**src/pkg/crs_pkg.sv**
```systemverilog
// Shared constants and types for the clock and reset sequencer
package crs_pkg;

    // Clock plan: the 25 MHz reference feeds the PLL base clock
    localparam int REF_CLK_MHZ = 25;
    localparam int BASE_CLK_MHZ = 200;
    localparam int CLK_MHZ = 125;

    // Reset durations in microseconds
    localparam int POR_TIME_US = 23000;
    localparam int PIN_TIME_US = 760;
    localparam int DIG_TIME_US = 760;
    localparam int PHY_RST_TIME_US = 110;
    localparam int VPHY_RST_TIME_US = 1;
    localparam int EE_BYTE_TIME_US = 91;

    // Derived cycle counts at CLK_MHZ
    localparam int POR_CYCLES = POR_TIME_US * CLK_MHZ;
    localparam int PIN_CYCLES = PIN_TIME_US * CLK_MHZ;
    localparam int DIG_CYCLES = DIG_TIME_US * CLK_MHZ;
    localparam int PHY_RST_CYCLES = PHY_RST_TIME_US * CLK_MHZ;
    localparam int VPHY_RST_CYCLES = VPHY_RST_TIME_US * CLK_MHZ;
    localparam int SER_REL_CYCLES = 16;

    // Timer tick dividers (1 MHz timer, 25 MHz free-running)
    localparam int GPT_DIV = 125;
    localparam int FRC_DIV = 5;

    // Register byte offsets
    localparam logic [7:0] PROBE_OFS = 8'h00;
    localparam logic [7:0] HWCFG_OFS = 8'h04;
    localparam logic [7:0] RSTCTL_OFS = 8'h08;
    localparam logic [7:0] SCRATCH_OFS = 8'h0c;
    localparam logic [7:0] STICKY_OFS = 8'h10;

    // Reset control fields
    localparam int RST_DIGITAL_BIT = 0;
    localparam int RST_PHY1_BIT = 1;
    localparam int RST_PHY2_BIT = 2;
    localparam int RST_VPHY_BIT = 3;

    // Hardware config fields
    localparam int HWCFG_READY_BIT = 0;
    localparam int HWCFG_STRAP_LSB = 8;
    localparam int STRAP_W = 8;

    // Reset values
    localparam logic [31:0] SCRATCH_RST = 32'h0000_0000;
    localparam logic [31:0] STICKY_RST = 32'h0000_0000;
    localparam logic [STRAP_W-1:0] STRAP_RST = 8'h00;
    // Arbitrary byte-order probe constant
    localparam logic [31:0] PROBE_VALUE = 32'h1357_9bdf;

    // Reset domains driven by the sequencer
    localparam int DOM_SYS = 0;
    localparam int DOM_IRQ = 1;
    localparam int DOM_FABRIC = 2;
    localparam int DOM_PMI = 3;
    localparam int DOM_I2C = 4;
    localparam int DOM_SMI = 5;
    localparam int DOM_EEC = 6;
    localparam int DOM_GPIO = 7;
    localparam int DOM_N = 8;

    typedef enum logic [1:0] {ST_HOLD, ST_LOAD, ST_READY} crs_state_t;
    typedef enum logic [1:0] {RK_POR, RK_PIN, RK_DIG} crs_kind_t;

endpackage

```
**src/core/crs_top.sv**
```systemverilog
// Clock tick generation and reset sequencing with AHB-Lite registers
//
// Functional notes
// [RULE1] A steady 25 MHz reference feeds oscillator and PLL.
// [RULE2] All subsystem clocks derive from the one 200 MHz base clock.
// [RULE3] A single-ended reference must toggle for the whole operation.
// [RULE4] Timer and free-running clock ticks also come from this block.
// [RULE5] Chip reset asserts every internal reset, latches straps, runs loader.
// [RULE6] Straps are captured once all chip reset sources are released.
// [RULE7] Loader starts after power-on, pin and digital resets.
// [RULE8] Digital reset covers all domains except the PHYs.
// [RULE9] Probe register reads invalid until serial domains leave reset.
// [RULE10] Ready flag stays clear during reset, sets when all is done.
// [RULE11] Before ready, only config, probe and reset control may be read.
// [RULE12] Writes before ready are ignored.
// [RULE13] Power-on reset lasts about 23 ms plus loader time; code uses PIN_CYCLES_P, as kind_reg reads RK_PIN after release.
// [RULE14] Pin low starts chip reset; host holds it the minimum width.
// [RULE15] Pin reset lasts about 760 us plus loader time.
// [RULE16] Setting the digital reset bit starts the multi-module reset.
// [RULE17] Digital reset keeps the straps latched at the last chip reset.
// [RULE18] Sticky register bits survive the digital reset.
// [RULE19] Digital reset lasts about 760 us plus loader time.
// [RULE20] A PHY reset touches only that PHY; no straps, no loader.
// [RULE21] PHY request bits clear themselves when the PHY reset ends.
// [RULE22] Pin release is synchronised; digital bit clears when done.
`timescale 1ns/1ps
`default_nettype none
module crs_top
    import crs_pkg::*;
#(
    parameter int unsigned POR_CYCLES_P = POR_CYCLES,
    parameter int unsigned PIN_CYCLES_P = PIN_CYCLES,
    parameter int unsigned DIG_CYCLES_P = DIG_CYCLES,
    parameter int unsigned PHY_CYCLES_P = PHY_RST_CYCLES
) (
    input wire logic CLK_I,                  // Base clock, 125 MHz
    input wire logic RSTN_I,                 // Power-on reset, active low
    input wire logic RESET_PIN_N_I,          // Reset pin, active low
    input wire logic [STRAP_W-1:0] STRAP_I,  // Strap pins
    input wire logic EE_DONE_I,              // Loader finished, level
    input wire logic HSEL_I,                 // AHB select
    input wire logic [7:0] HADDR_I,          // AHB address
    input wire logic [1:0] HTRANS_I,         // AHB transfer type
    input wire logic HWRITE_I,               // AHB write
    input wire logic [2:0] HSIZE_I,          // AHB size
    input wire logic [31:0] HWDATA_I,        // AHB write data
    input wire logic HREADY_I,               // AHB bus ready
    output logic [31:0] HRDATA_O,            // AHB read data
    output logic HREADYOUT_O,                // AHB slave ready
    output logic HRESP_O,                    // AHB response
    output logic [DOM_N-1:0] DOM_RST_N_O,    // Domain resets, active low
    output logic PHY1_RST_N_O,               // Port 1 PHY reset, low
    output logic PHY2_RST_N_O,               // Port 2 PHY reset, low
    output logic VPHY_RST_N_O,               // Management PHY reset, low
    output logic [STRAP_W-1:0] STRAP_O,      // Latched straps
    output logic EE_START_O,                 // Loader start pulse
    output logic READY_O,                    // Device ready
    output logic GPT_TICK_O,                 // General timer tick
    output logic FRC_TICK_O                  // Free-running clock tick
);

    // Pin synchronisers
    logic pin_meta_reg;
    logic pin_sync_reg;
    logic [STRAP_W-1:0] strap_meta_reg;
    logic [STRAP_W-1:0] strap_sync_reg;

    // Sequencer state
    crs_state_t state_reg;
    crs_kind_t kind_reg;
    logic [31:0] cnt_reg;
    logic [DOM_N-1:0] dom_rst_n_reg;
    logic ready_reg;
    logic ser_ok_reg;
    logic strap_pend_reg;
    logic [STRAP_W-1:0] strap_reg;
    logic ee_start_reg;
    logic dig_bit_reg;

    // Software registers
    logic [31:0] scratch_reg;
    logic [31:0] sticky_reg;

    // Bus data phase
    logic wr_pend_reg;
    logic [7:0] addr_reg;
    logic [31:0] hrdata_reg;

    // PHY reset status
    logic phy1_busy;
    logic phy2_busy;
    logic vphy_busy;

    logic chip_hold;
    logic [31:0] base_limit;
    logic base_end;
    logic ser_end;
    logic ahb_take;
    logic wr_ok;
    logic wr_rstctl;
    logic wr_dig;
    logic rd_allowed;
    logic [31:0] rd_value;
    logic [31:0] hwcfg_value;
    logic [31:0] rstctl_value;

    always_ff @(posedge CLK_I) begin
        if (!RSTN_I) begin
            pin_meta_reg <= 1'b0;
            pin_sync_reg <= 1'b0;
            strap_meta_reg <= STRAP_RST;
            strap_sync_reg <= STRAP_RST;
        end else begin
            pin_meta_reg <= RESET_PIN_N_I;  // [RULE22]
            pin_sync_reg <= pin_meta_reg;
            strap_meta_reg <= STRAP_I;
            strap_sync_reg <= strap_meta_reg;
        end
    end

    // Pin reset acts only after the two-stage synchroniser
    assign chip_hold = ~pin_sync_reg;  // [RULE14]

    // Base reset time chosen by kind_reg; after power-on it reads RK_PIN, so the pin time applies
    assign base_limit = (kind_reg == RK_POR) ? 32'(POR_CYCLES_P) :  // [RULE13]
                        (kind_reg == RK_PIN) ? 32'(PIN_CYCLES_P) :  // [RULE15]
                        32'(DIG_CYCLES_P);  // [RULE19]
    assign base_end = (state_reg == ST_HOLD) &&
                      (cnt_reg == base_limit - 32'h0000_0001);
    assign ser_end = (state_reg == ST_HOLD) &&
                     (cnt_reg == 32'(SER_REL_CYCLES - 1));

    // Bus decode; only whole-word transfers are taken
    assign ahb_take = HSEL_I && HTRANS_I[1] && HREADY_I &&
                      (HSIZE_I == 3'b010);
    assign wr_ok = wr_pend_reg && ready_reg;  // [RULE12]
    assign wr_rstctl = wr_ok && (addr_reg == RSTCTL_OFS);
    assign wr_dig = wr_rstctl && HWDATA_I[RST_DIGITAL_BIT];  // [RULE16]

    assign hwcfg_value = {16'h0000, strap_reg, 7'h00, ready_reg};
    assign rstctl_value = {28'h0000000, vphy_busy, phy2_busy, phy1_busy,
                           dig_bit_reg};

    // Until ready only the three status registers answer
    assign rd_allowed = ready_reg || (HADDR_I == PROBE_OFS) ||  // [RULE11]
                        (HADDR_I == HWCFG_OFS) || (HADDR_I == RSTCTL_OFS);
    assign rd_value =
        !rd_allowed ? 32'h0000_0000 :
        (HADDR_I == PROBE_OFS) ?
            (ser_ok_reg ? PROBE_VALUE : 32'h0000_0000) :  // [RULE9]
        (HADDR_I == HWCFG_OFS) ? hwcfg_value :
        (HADDR_I == RSTCTL_OFS) ? rstctl_value :
        (HADDR_I == SCRATCH_OFS) ? scratch_reg :
        (HADDR_I == STICKY_OFS) ? sticky_reg :
        32'h0000_0000;

    // Bus slave: zero wait states, always OKAY
    always_ff @(posedge CLK_I) begin
        if (!RSTN_I) begin
            wr_pend_reg <= 1'b0;
            addr_reg <= 8'h00;
            hrdata_reg <= 32'h0000_0000;
        end else begin
            if (HREADY_I) begin
                wr_pend_reg <= ahb_take && HWRITE_I;
                addr_reg <= HADDR_I;
            end
            if (ahb_take && !HWRITE_I) begin
                hrdata_reg <= rd_value;
            end
        end
    end

    // Reset sequencer
    always_ff @(posedge CLK_I) begin
        if (!RSTN_I || chip_hold) begin
            // Chip reset: every domain held, straps to be re-latched
            state_reg <= ST_HOLD;  // [RULE5]
            kind_reg <= RSTN_I ? RK_PIN : RK_POR;
            cnt_reg <= 32'h0000_0000;
            dom_rst_n_reg <= '0;
            ready_reg <= 1'b0;  // [RULE10]
            ser_ok_reg <= 1'b0;
            strap_pend_reg <= 1'b1;
            ee_start_reg <= 1'b0;
            dig_bit_reg <= 1'b0;
            scratch_reg <= SCRATCH_RST;
            sticky_reg <= STICKY_RST;
        end else begin
            ee_start_reg <= 1'b0;
            if (strap_pend_reg) begin
                // First cycle with every chip reset source released
                strap_reg <= strap_sync_reg;  // [RULE6]
                strap_pend_reg <= 1'b0;
            end
            if (wr_ok && addr_reg == SCRATCH_OFS) begin
                scratch_reg <= HWDATA_I;
            end
            if (wr_ok && addr_reg == STICKY_OFS) begin
                sticky_reg <= HWDATA_I;
            end
            case (state_reg)
                ST_HOLD: begin
                    cnt_reg <= cnt_reg + 32'h0000_0001;
                    if (ser_end) begin
                        // Serial slaves come up first so the probe can answer
                        ser_ok_reg <= 1'b1;  // [RULE9]
                        dom_rst_n_reg[DOM_I2C] <= 1'b1;
                        dom_rst_n_reg[DOM_SMI] <= 1'b1;
                    end
                    if (base_end) begin
                        dom_rst_n_reg <= '1;
                        ee_start_reg <= 1'b1;  // [RULE7]
                        state_reg <= ST_LOAD;
                    end
                end
                ST_LOAD: begin
                    // Loader time per byte adds on top of the base time
                    if (EE_DONE_I && !ee_start_reg) begin
                        ready_reg <= 1'b1;  // [RULE10]
                        dig_bit_reg <= 1'b0;  // [RULE22]
                        state_reg <= ST_READY;
                    end
                end
                ST_READY: begin
                    if (wr_dig) begin
                        // Straps, sticky bits and PHYs are left alone
                        state_reg <= ST_HOLD;  // [RULE17]
                        kind_reg <= RK_DIG;
                        cnt_reg <= 32'h0000_0000;
                        dom_rst_n_reg <= '0;  // [RULE8]
                        ready_reg <= 1'b0;
                        ser_ok_reg <= 1'b0;
                        dig_bit_reg <= 1'b1;
                        scratch_reg <= SCRATCH_RST;  // [RULE18]
                    end
                end
                default: begin
                    state_reg <= ST_HOLD;
                end
            endcase
        end
    end

    // PHY resets see only chip-level holds, never the digital reset
    crs_phy_rst #(.CYCLES(PHY_CYCLES_P)) u_phy1 (
        .CLK_I(CLK_I),
        .RSTN_I(RSTN_I),
        .hold_i(chip_hold),
        .start_i(wr_rstctl && HWDATA_I[RST_PHY1_BIT]),  // [RULE20]
        .busy_o(phy1_busy),  // [RULE21]
        .rst_n_o(PHY1_RST_N_O)
    );

    crs_phy_rst #(.CYCLES(PHY_CYCLES_P)) u_phy2 (
        .CLK_I(CLK_I),
        .RSTN_I(RSTN_I),
        .hold_i(chip_hold),
        .start_i(wr_rstctl && HWDATA_I[RST_PHY2_BIT]),  // [RULE20]
        .busy_o(phy2_busy),  // [RULE21]
        .rst_n_o(PHY2_RST_N_O)
    );

    crs_phy_rst #(.CYCLES(VPHY_RST_CYCLES)) u_vphy (
        .CLK_I(CLK_I),
        .RSTN_I(RSTN_I),
        .hold_i(chip_hold),
        .start_i(wr_rstctl && HWDATA_I[RST_VPHY_BIT]),  // [RULE20]
        .busy_o(vphy_busy),
        .rst_n_o(VPHY_RST_N_O)
    );

    // CLK_I stands in for the PLL base clock fed by the reference
    crs_tick_div #(.DIV(GPT_DIV)) u_gpt_div (  // [RULE2] [RULE1]
        .CLK_I(CLK_I),
        .RSTN_I(RSTN_I),
        .tick_o(GPT_TICK_O)  // [RULE4]
    );

    crs_tick_div #(.DIV(FRC_DIV)) u_frc_div (
        .CLK_I(CLK_I),
        .RSTN_I(RSTN_I),
        .tick_o(FRC_TICK_O)  // [RULE4]
    );

    // Output flops and the fixed bus ready and response straight to ports
    assign HRDATA_O = hrdata_reg;
    assign HREADYOUT_O = 1'b1;
    assign HRESP_O = 1'b0;
    assign DOM_RST_N_O = dom_rst_n_reg;
    assign STRAP_O = strap_reg;
    assign EE_START_O = ee_start_reg;
    assign READY_O = ready_reg;

endmodule // crs_top
`default_nettype wire

```
**src/core/crs_tick_div.sv**
```systemverilog
// Divider producing a one-cycle enable tick
`timescale 1ns/1ps
`default_nettype none
module crs_tick_div #(
    parameter int unsigned DIV = 125
) (
    input wire logic CLK_I,   // Base clock
    input wire logic RSTN_I,  // Sync reset, active low
    output logic tick_o       // One-cycle enable
);
    logic [15:0] cnt_reg;
    logic [15:0] cnt_next;
    logic wrap;

    assign wrap = (cnt_reg == 16'(DIV - 1));
    assign cnt_next = wrap ? 16'h0000 : cnt_reg + 16'h0001;

    always_ff @(posedge CLK_I) begin
        if (!RSTN_I) begin
            cnt_reg <= 16'h0000;
            tick_o <= 1'b0;
        end else begin
            cnt_reg <= cnt_next;
            tick_o <= wrap;
        end
    end
endmodule // crs_tick_div
`default_nettype wire

```
**src/core/crs_phy_rst.sv**
```systemverilog
// Single-module reset timer with self-clearing busy flag
`timescale 1ns/1ps
`default_nettype none
module crs_phy_rst #(
    parameter int unsigned CYCLES = 13750
) (
    input wire logic CLK_I,    // Base clock
    input wire logic RSTN_I,   // Sync reset, active low
    input wire logic hold_i,   // Chip-level reset active
    input wire logic start_i,  // Request pulse from software
    output logic busy_o,       // Request bit, clears when done
    output logic rst_n_o       // Module reset, active low
);
    logic [31:0] cnt_reg;
    logic done;

    assign done = busy_o && (cnt_reg == 32'(CYCLES - 1));

    always_ff @(posedge CLK_I) begin
        if (!RSTN_I || hold_i) begin
            cnt_reg <= 32'h0000_0000;
            busy_o <= 1'b0;
            rst_n_o <= 1'b0;
        end else if (start_i) begin
            // A new request wins over completion in the same cycle
            cnt_reg <= 32'h0000_0000;
            busy_o <= 1'b1;
            rst_n_o <= 1'b0;
        end else if (done) begin
            busy_o <= 1'b0;
            rst_n_o <= 1'b1;
        end else begin
            cnt_reg <= busy_o ? cnt_reg + 32'h0000_0001 : 32'h0000_0000;
            rst_n_o <= ~busy_o;
        end
    end
endmodule // crs_phy_rst
`default_nettype wire

```
**config.mk**
```make
export PLATFORM = sky130hd
export DESIGN_NAME = crs_top
export DESIGN_NICKNAME = d
export VERILOG_FILES = /design/src/pkg/crs_pkg.sv /design/src/core/crs_top.sv /design/src/core/crs_tick_div.sv /design/src/core/crs_phy_rst.sv
export SDC_FILE = /design/constraint.sdc
export NUM_CORES = 1
export LEC_CHECK = 0
export BUFFER_PORTS_ARGS = -buffer_cell sky130_fd_sc_hd__clkbuf_2
export CAP_MARGIN = 20
export CORE_MARGIN = 1.5
export CORE_UTILIZATION = 54
export DETAILED_ROUTE_END_ITERATION = 10
export GPL_TIMING_DRIVEN = 0
export PLACE_DENSITY = 0.84
export SKIP_LAST_GASP = 1
export SLEW_MARGIN = 20
export SYNTH_ARGS = -nofsm -noshare
export SYNTH_HDL_FRONTEND = slang
export SYNTH_SLANG_ARGS = --single-unit
```
**constraint.sdc**
```tcl
create_clock -name CLK_I -period 2 [get_ports CLK_I]
set_input_delay 0.3 -clock CLK_I [delete_from_list [all_inputs] [get_ports CLK_I]]
set_output_delay 0.3 -clock CLK_I [all_outputs]
set_load 0.02 [all_outputs]
```
=== Yosys cells after proc, flatten, opt, wreduce, memory -nomap -nowiden ===
Cells that the tools add are included.

* Flip-flop bits (word level): 316
* Input port bits: 60
* Output and inout bits: 57
* Word-level logic and storage cells: 166

* Add/sub/neg operators: 7
* Eq/ne operators: 22
* Muxes and demuxes: 47
* Bitwise operators: 7
* Reductions and logical operators: 50

{| class="wikitable"
|+ Operators by type and width
! kind !! count
|-
| 32-bit 2-to-1 mux || 13
|-
| 32-bit by 1-bit adder with 32-bit output (second input constant) || 4
|-
| 32-bit by 14-bit equality test with 1-bit output (second input constant) || 2
|-
| 32-bit case mux with 2 select lines || 1
|-
| 16-bit by 1-bit adder with 16-bit output (second input constant) || 2
|-
| 32-bit equality test || 1
|-
| 32-bit by 4-bit equality test with 1-bit output (second input constant) || 1
|-
| 32-bit by 7-bit equality test with 1-bit output (second input constant) || 1
|-
| 8-bit by 4-bit equality test with 1-bit output (second input constant) || 4
|-
| 29-bit 2-to-1 mux || 1
|-
| 22-bit by 1-bit subtractor with 23-bit output (second input constant) || 1
|-
| 22-bit 2-to-1 mux || 1
|-
| 1-bit logical AND || 19
|-
| 1-bit 2-to-1 mux || 17
|-
| 16-bit by 3-bit equality test with 1-bit output (second input constant) || 1
|-
| 16-bit by 7-bit equality test with 1-bit output (second input constant) || 1
|-
| 8-bit by 5-bit equality test with 1-bit output (second input constant) || 2
|-
| 8-bit 2-to-1 mux || 2
|-
| 8-bit case mux with 2 select lines || 1
|-
| 3-bit AND reduction || 5
|-
| 2-bit 2-to-1 mux || 7
|-
| 2-bit nonzero test || 7
|-
| 2-bit OR reduction || 6
|-
| 8-bit by 3-bit equality test with 1-bit output (second input constant) || 1
|-
| 13 further kinds || 32
|}

=== Depth between registers and ports, before layout ===
* Word-level depth: 7
* Depth in mapped cells: 8
* Depth with buffers taken out: 7

=== Cells and area by module ===
A second synthesis with hierarchy kept.

* Cell total of the unflattened synthesis: 1590
* Area, all modules: 13918.3 sq um

{| class="wikitable"
|+ Modules (own cells, without submodules)
! module !! instances !! cells an instance !! area each (sq um) !! seq. area each (sq um)
|-
| crs_top || 1 || 835 || 7323.3 || 3583.4
|-
| crs_phy_rst at u_phy1 ... || 2 || 202 || 1707.9 || 680.7
|-
| crs_phy_rst at u_vphy || 1 || 178 || 1606.5 || 680.7
|-
| crs_tick_div at u_frc_div || 1 || 89 || 802.0 || 340.3
|-
| crs_tick_div at u_gpt_div || 1 || 84 || 770.7 || 340.3
|}

=== Worst setup path after synthesis ===
Ideal clock, no wire load.

* Path type: reg2reg
* Start point: reg ready_reg (netlist: READY_O)
* End point: reg cnt_reg[26]
* Library setup time: 0.070 ns
* Arrival time: 2.004 ns
* Data required time: 1.930 ns
* Slack: -0.074 ns
* Cell stages (with the launch flop): 7
* Buffers on the path: 1
* Clock period less this slack: 2.074 ns
* Path through: dfxtp_1 nand4bb_1 o41ai_4 nand4_1 buf_2 or3_1 a21oi_1

* Cells in the longest elaborated chain, start to end: 5

{| class="wikitable"
|+ Ends and longest elaborated chain
! what !! line !! text
|-
| start, declared || crs_top.sv:73 || <nowiki>logic ready_reg;</nowiki>
|-
| start signal, assigned || crs_top.sv:182 || <nowiki>ready_reg <= 1'b0;</nowiki>
|-
| start signal, assigned || crs_top.sv:220 || <nowiki>ready_reg <= 1'b1;</nowiki>
|-
| start signal, assigned || crs_top.sv:232 || <nowiki>ready_reg <= 1'b0;</nowiki>
|-
| 1-bit logical AND || crs_top.sv:136 || <nowiki>assign wr_ok = wr_pend_reg && ready_reg;</nowiki>
|-
| 1-bit logical AND || crs_top.sv:137 || <nowiki>assign wr_rstctl = wr_ok && (addr_reg == RSTCTL_OFS);</nowiki>
|-
| 1-bit logical AND || crs_top.sv:138 || <nowiki>assign wr_dig = wr_rstctl && HWDATA_I[RST_DIGITAL_BIT];</nowiki>
|-
| 2-bit inequality test (no source line) || n/a ||
|-
| 2-bit AND reduction (no source line) || n/a ||
|-
| end signal, assigned || crs_top.sv:204 || <nowiki>cnt_reg <= cnt_reg + 32'h0000_0001;</nowiki>
|-
| end, declared || crs_top.sv:71 || <nowiki>logic [31:0] cnt_reg;</nowiki>
|}

No other way between the ends.
A chain may end at the register's enable or synchronous reset.

=== Worst setup path in the final report ===
* Start point: reg addr_reg[7]
* End point: reg cnt_reg[30]

* Cells in the longest elaborated chain, start to end: 5

{| class="wikitable"
|+ Ends and longest elaborated chain
! what !! line !! text
|-
| start, declared || crs_top.sv:86 || <nowiki>logic [7:0] addr_reg;</nowiki>
|-
| start signal, assigned || crs_top.sv:161 || <nowiki>addr_reg <= 8'h00;</nowiki>
|-
| start signal, assigned || crs_top.sv:166 || <nowiki>addr_reg <= HADDR_I;</nowiki>
|-
| 8-bit by 4-bit equality test with 1-bit output || crs_top.sv:137 ||
|-
| 1-bit logical AND || crs_top.sv:137 ||
|-
| 1-bit logical AND || crs_top.sv:138 ||
|-
| 2-bit inequality test (no source line) || n/a ||
|-
| 2-bit AND reduction (no source line) || n/a ||
|}

No other way between the ends.

==> impl_metrics.json <==
{
  "worstSetupEndpointType": "flip-flop",
  "cp-startpoint": "addr_reg[7]$_SDFFE_PN0P_",
  "yosysTopAreaCellShare_pct": 45.4,
  "antenna_left": 0,
  "vias": 12500,
  "wl_mm": 36.5,
  "cts_tree": "built",
  "outcome": "complete, but fails checks",
  "syn_to_final_growth_pct": 24.9,
  "ys.flop_type": "dfxtp_1",
  "clkPwrFrac_pct": 46.8,
  "antenna_found_initial": 1,
  "hold_depth": 3,
  "fmax_mhz": 479,
  "firstDrtPassIters": 7,
  "combPwrFrac_pct": 3.3,
  "setup_viol": 13,
  "ys_seq_elements": 310,
  "p_per_area_mw_per_mm2": 760,
  "arrival_ns": 2.58,
  "grt_max_degree": 16,
  "slowest_delay_ns": 0.43,
  "grt_setup_unrepaired": "true",
  "instances_no_fill": 2121,
  "p_sw_w": 0.00270,
  "fin_crit_ns": 2.09,
  "intPower_w": 0.00988,
  "synth_area_leader_cell": "dfxtp_1",
  "drc": 0,
  "synth_edf_count": 10,
  "io_buffers": 111,
  "place_ws_ns": -0.725,
  "track_usage_pct": 26.6,
  "core_mm2": 0.0242,
  "die_w_um": 160,
  "ys_seq_area_share_pct": 47.6,
  "path_class": "reg2reg",
  "grt_pass1_wl_mm": 56.7,
  "synth_warnings": 0,
  "crit_cells": 7,
  "die-height_um": 160,
  "postSynth.asyncResetShare_pct": 0,
  "min_path_type": "in2reg",
  "avgSynthCellArea_um2": 8.52,
  "syn_nets": 1626,
  "drv_slew": 0,
  "rr_endpoint": "cnt_reg[30]$_SDFFE_PP0P_",
  "dp_cells": 1990,
  "violations": "setup timing",
  "tightest_slew_ns": 0.952,
  "crit_chain": "or3_4 -> o41ai_4 -> buf_4 -> nand4_1 -> buf_6 -> or3_4 -> a21oi_2",
  "numCtsBuffers": 31,
  "diodes": 0,
  "yosys-top-cells-count": "dfxtp_1 (300), nand2_1 (214), nor2_1 (185), a21oi_1 (122), xor2_1 (77)",
  "place.gp.congestion": 0.857,
  "ir_drop_uv": 856,
  "critPathBufInv": 2,
  "power_frac_seq_pct": 49.9,
  "reg2reg_depth": 7,
  "worst_slack_ns": -0.0896,
  "clockRootBuffer": "clkbuf_16",
  "yosysMostFrequentCell": "dfxtp_1",
  "r2r-start": "addr_reg[7]$_SDFFE_PN0P_",
  "skew_ns": 0.0115,
  "fillers": 1684,
  "setup-tns-final_ns": -0.592,
  "dp_hpwl_mm": 22.8,
  "syn_area_mm2": 0.0132,
  "relSlewSlack_pct": 36.3,
  "num_io_pins": 117,
  "drt-vias-per-instance": 5.91,
  "start_util_pct": 54.8,
  "synth_cell_types": 64,
  "timing.hold.ws_ns": 0.0170,
  "num_rows": 57,
  "crit_top_cell": "or3_4",
  "fin_crit_sh_pct": 104,
  "start_kind": "flip-flop",
  "critPathSlowestCell": "or3_4",
  "p_sw_share_pct": 21.4,
  "nets": 1845,
  "hold_viol": 0,
  "gr-total-overflow": 0,
  "insertion_delay_ns": 0.56,
  "ff2ff_setup_slack_ns": -0.09,
  "cpLargestDelayFamily": "simple AND/OR/NAND/NOR gates",
  "htreeDepth": 1,
  "drive_gt1_share_pct": 19.6,
  "grt_pass1_vias": 11800,
  "hp-start": "HWRITE_I",
  "wl_per_cell_um": 17.2,
  "path_clk_slew_ns": 0.06,
  "drtIter0Drc": 1334,
  "synth_cells": 1555,
  "drv_cap": 0,
  "endpoint": "cnt_reg[30]$_SDFFE_PP0P_",
  "cts_sinks": 310,
  "dieArea_mm2": 0.0255,
  "cts_buffer_depth": 3,
  "cp_max_fo": 5,
  "leakagePower_nw": 5.72,
  "critical_path_required_ns": 2.49,
  "synth_area_leaders": "dfxtp_1 (45%), nand2_1 (6.1%), nor2_1 (5.2%)",
  "power_w": 0.0126
}
==> timing repair <==
item | CTS | global route
hold endpoints to repair | 52 | 1
pin swaps | 19 | 18
resized for setup | 73 | 134
cloned | 2 | 0
endpoints found under the setup margin | 206 | 229
setup buffers | 22 | 22
hold buffers | 35 | 1
==> cells by family after synthesis <==
logic type / share of synthesized area, %
adders and majority gates: 1.04
muxes: 1.29
other: 0.0567
and+or+nand+nor: 26.6
xor gates and xnor gates: 7.74
DFF: 47.6
AOI/OAI and AO/OA: 12.0
buffers and inverters: 3.68
==> area by class of cell <==
class | instances | area (um2) | share of cell area (%)
Multi-Input combinational cell | 1127 | 6910 | 41.8
Buffer | 75 | 437 | 2.64
Sequential cell | 310 | 6360 | 38.4
Inverter | 36 | 141 | 0.855
Tap cell | 324 | 405 | 2.45
Clock inverter | 10 | 134 | 0.809
Clock buffer | 46 | 892 | 5.39
Timing Repair Buffer | 193 | 1270 | 7.65
==> placed cells by master (no fill, tap or decap), drive strengths merged, types with 51 or more instances in the layout <==
cell type | netlist | routed
a21oi | 122 | 122
buf | 26 | 74
clkbuf | 56 | 204
dfxtp | 300 | 300
nand2 | 214 | 214
nand3 | 57 | 57
nand4 | 51 | 51
nor2 | 185 | 185
o21ai | 55 | 55
xor2 | 77 | 77
==> worst min path at each step <==
stage	end	slack, ns
floorplan	STRAP_O[0]$_DFFE_PP_	0.39
global placement	STRAP_O[0]$_DFFE_PP_	0.39
detailed placement	STRAP_O[5]$_DFFE_PP_	0.39
CTS	scratch_reg[5]$_SDFF_PP0_	0.001
global route	scratch_reg[30]$_SDFF_PP0_	0.002
finish	wr_pend_reg$_SDFFE_PN0P_	0.02
==> metrics by stage <==
stage,cell area (um2),util [%]
after floorplan,13300,-
after global routing,16500,68.4
after detailed placement,14200,58.8
after CTS,16000,66.2
after global placement,14200,58.8
final,16500,68.4
==> tightest hold or removal path, delay by kind of cell <==
family / cells / cell delay [ns]
AOI/OAI and AO/OA: 1 / 0.06
buffers and inverters: 1 / 0.10
and+or+nand+nor: 1 / 0.07
==> power by group through the flow <==
stage	clock [W]	sequential, W	combinational, W
after global placement	0	0.00642	0.000303
after global routing	0.00618	0.00628	0.000436
final	0.00589	0.00627	0.000412
after CTS	0.00589	0.00628	0.000378
after floorplan	0	0.00641	0.000164
after detailed placement	0	0.00642	0.000310
==> per-layer routing <==
metal / part of all wire, % / up-vias / global-route usage, %
li1: - / 5853 / -
met1: 39 / 5949 / 33.2
met2: 49 / 589 / 45.6
met3: 7.8 / 151 / 4.25
met4: 4.0 / 0 / 11.1
met5: 0 / - / 0
No activity file was read; power rests on OpenSTA's default activity.
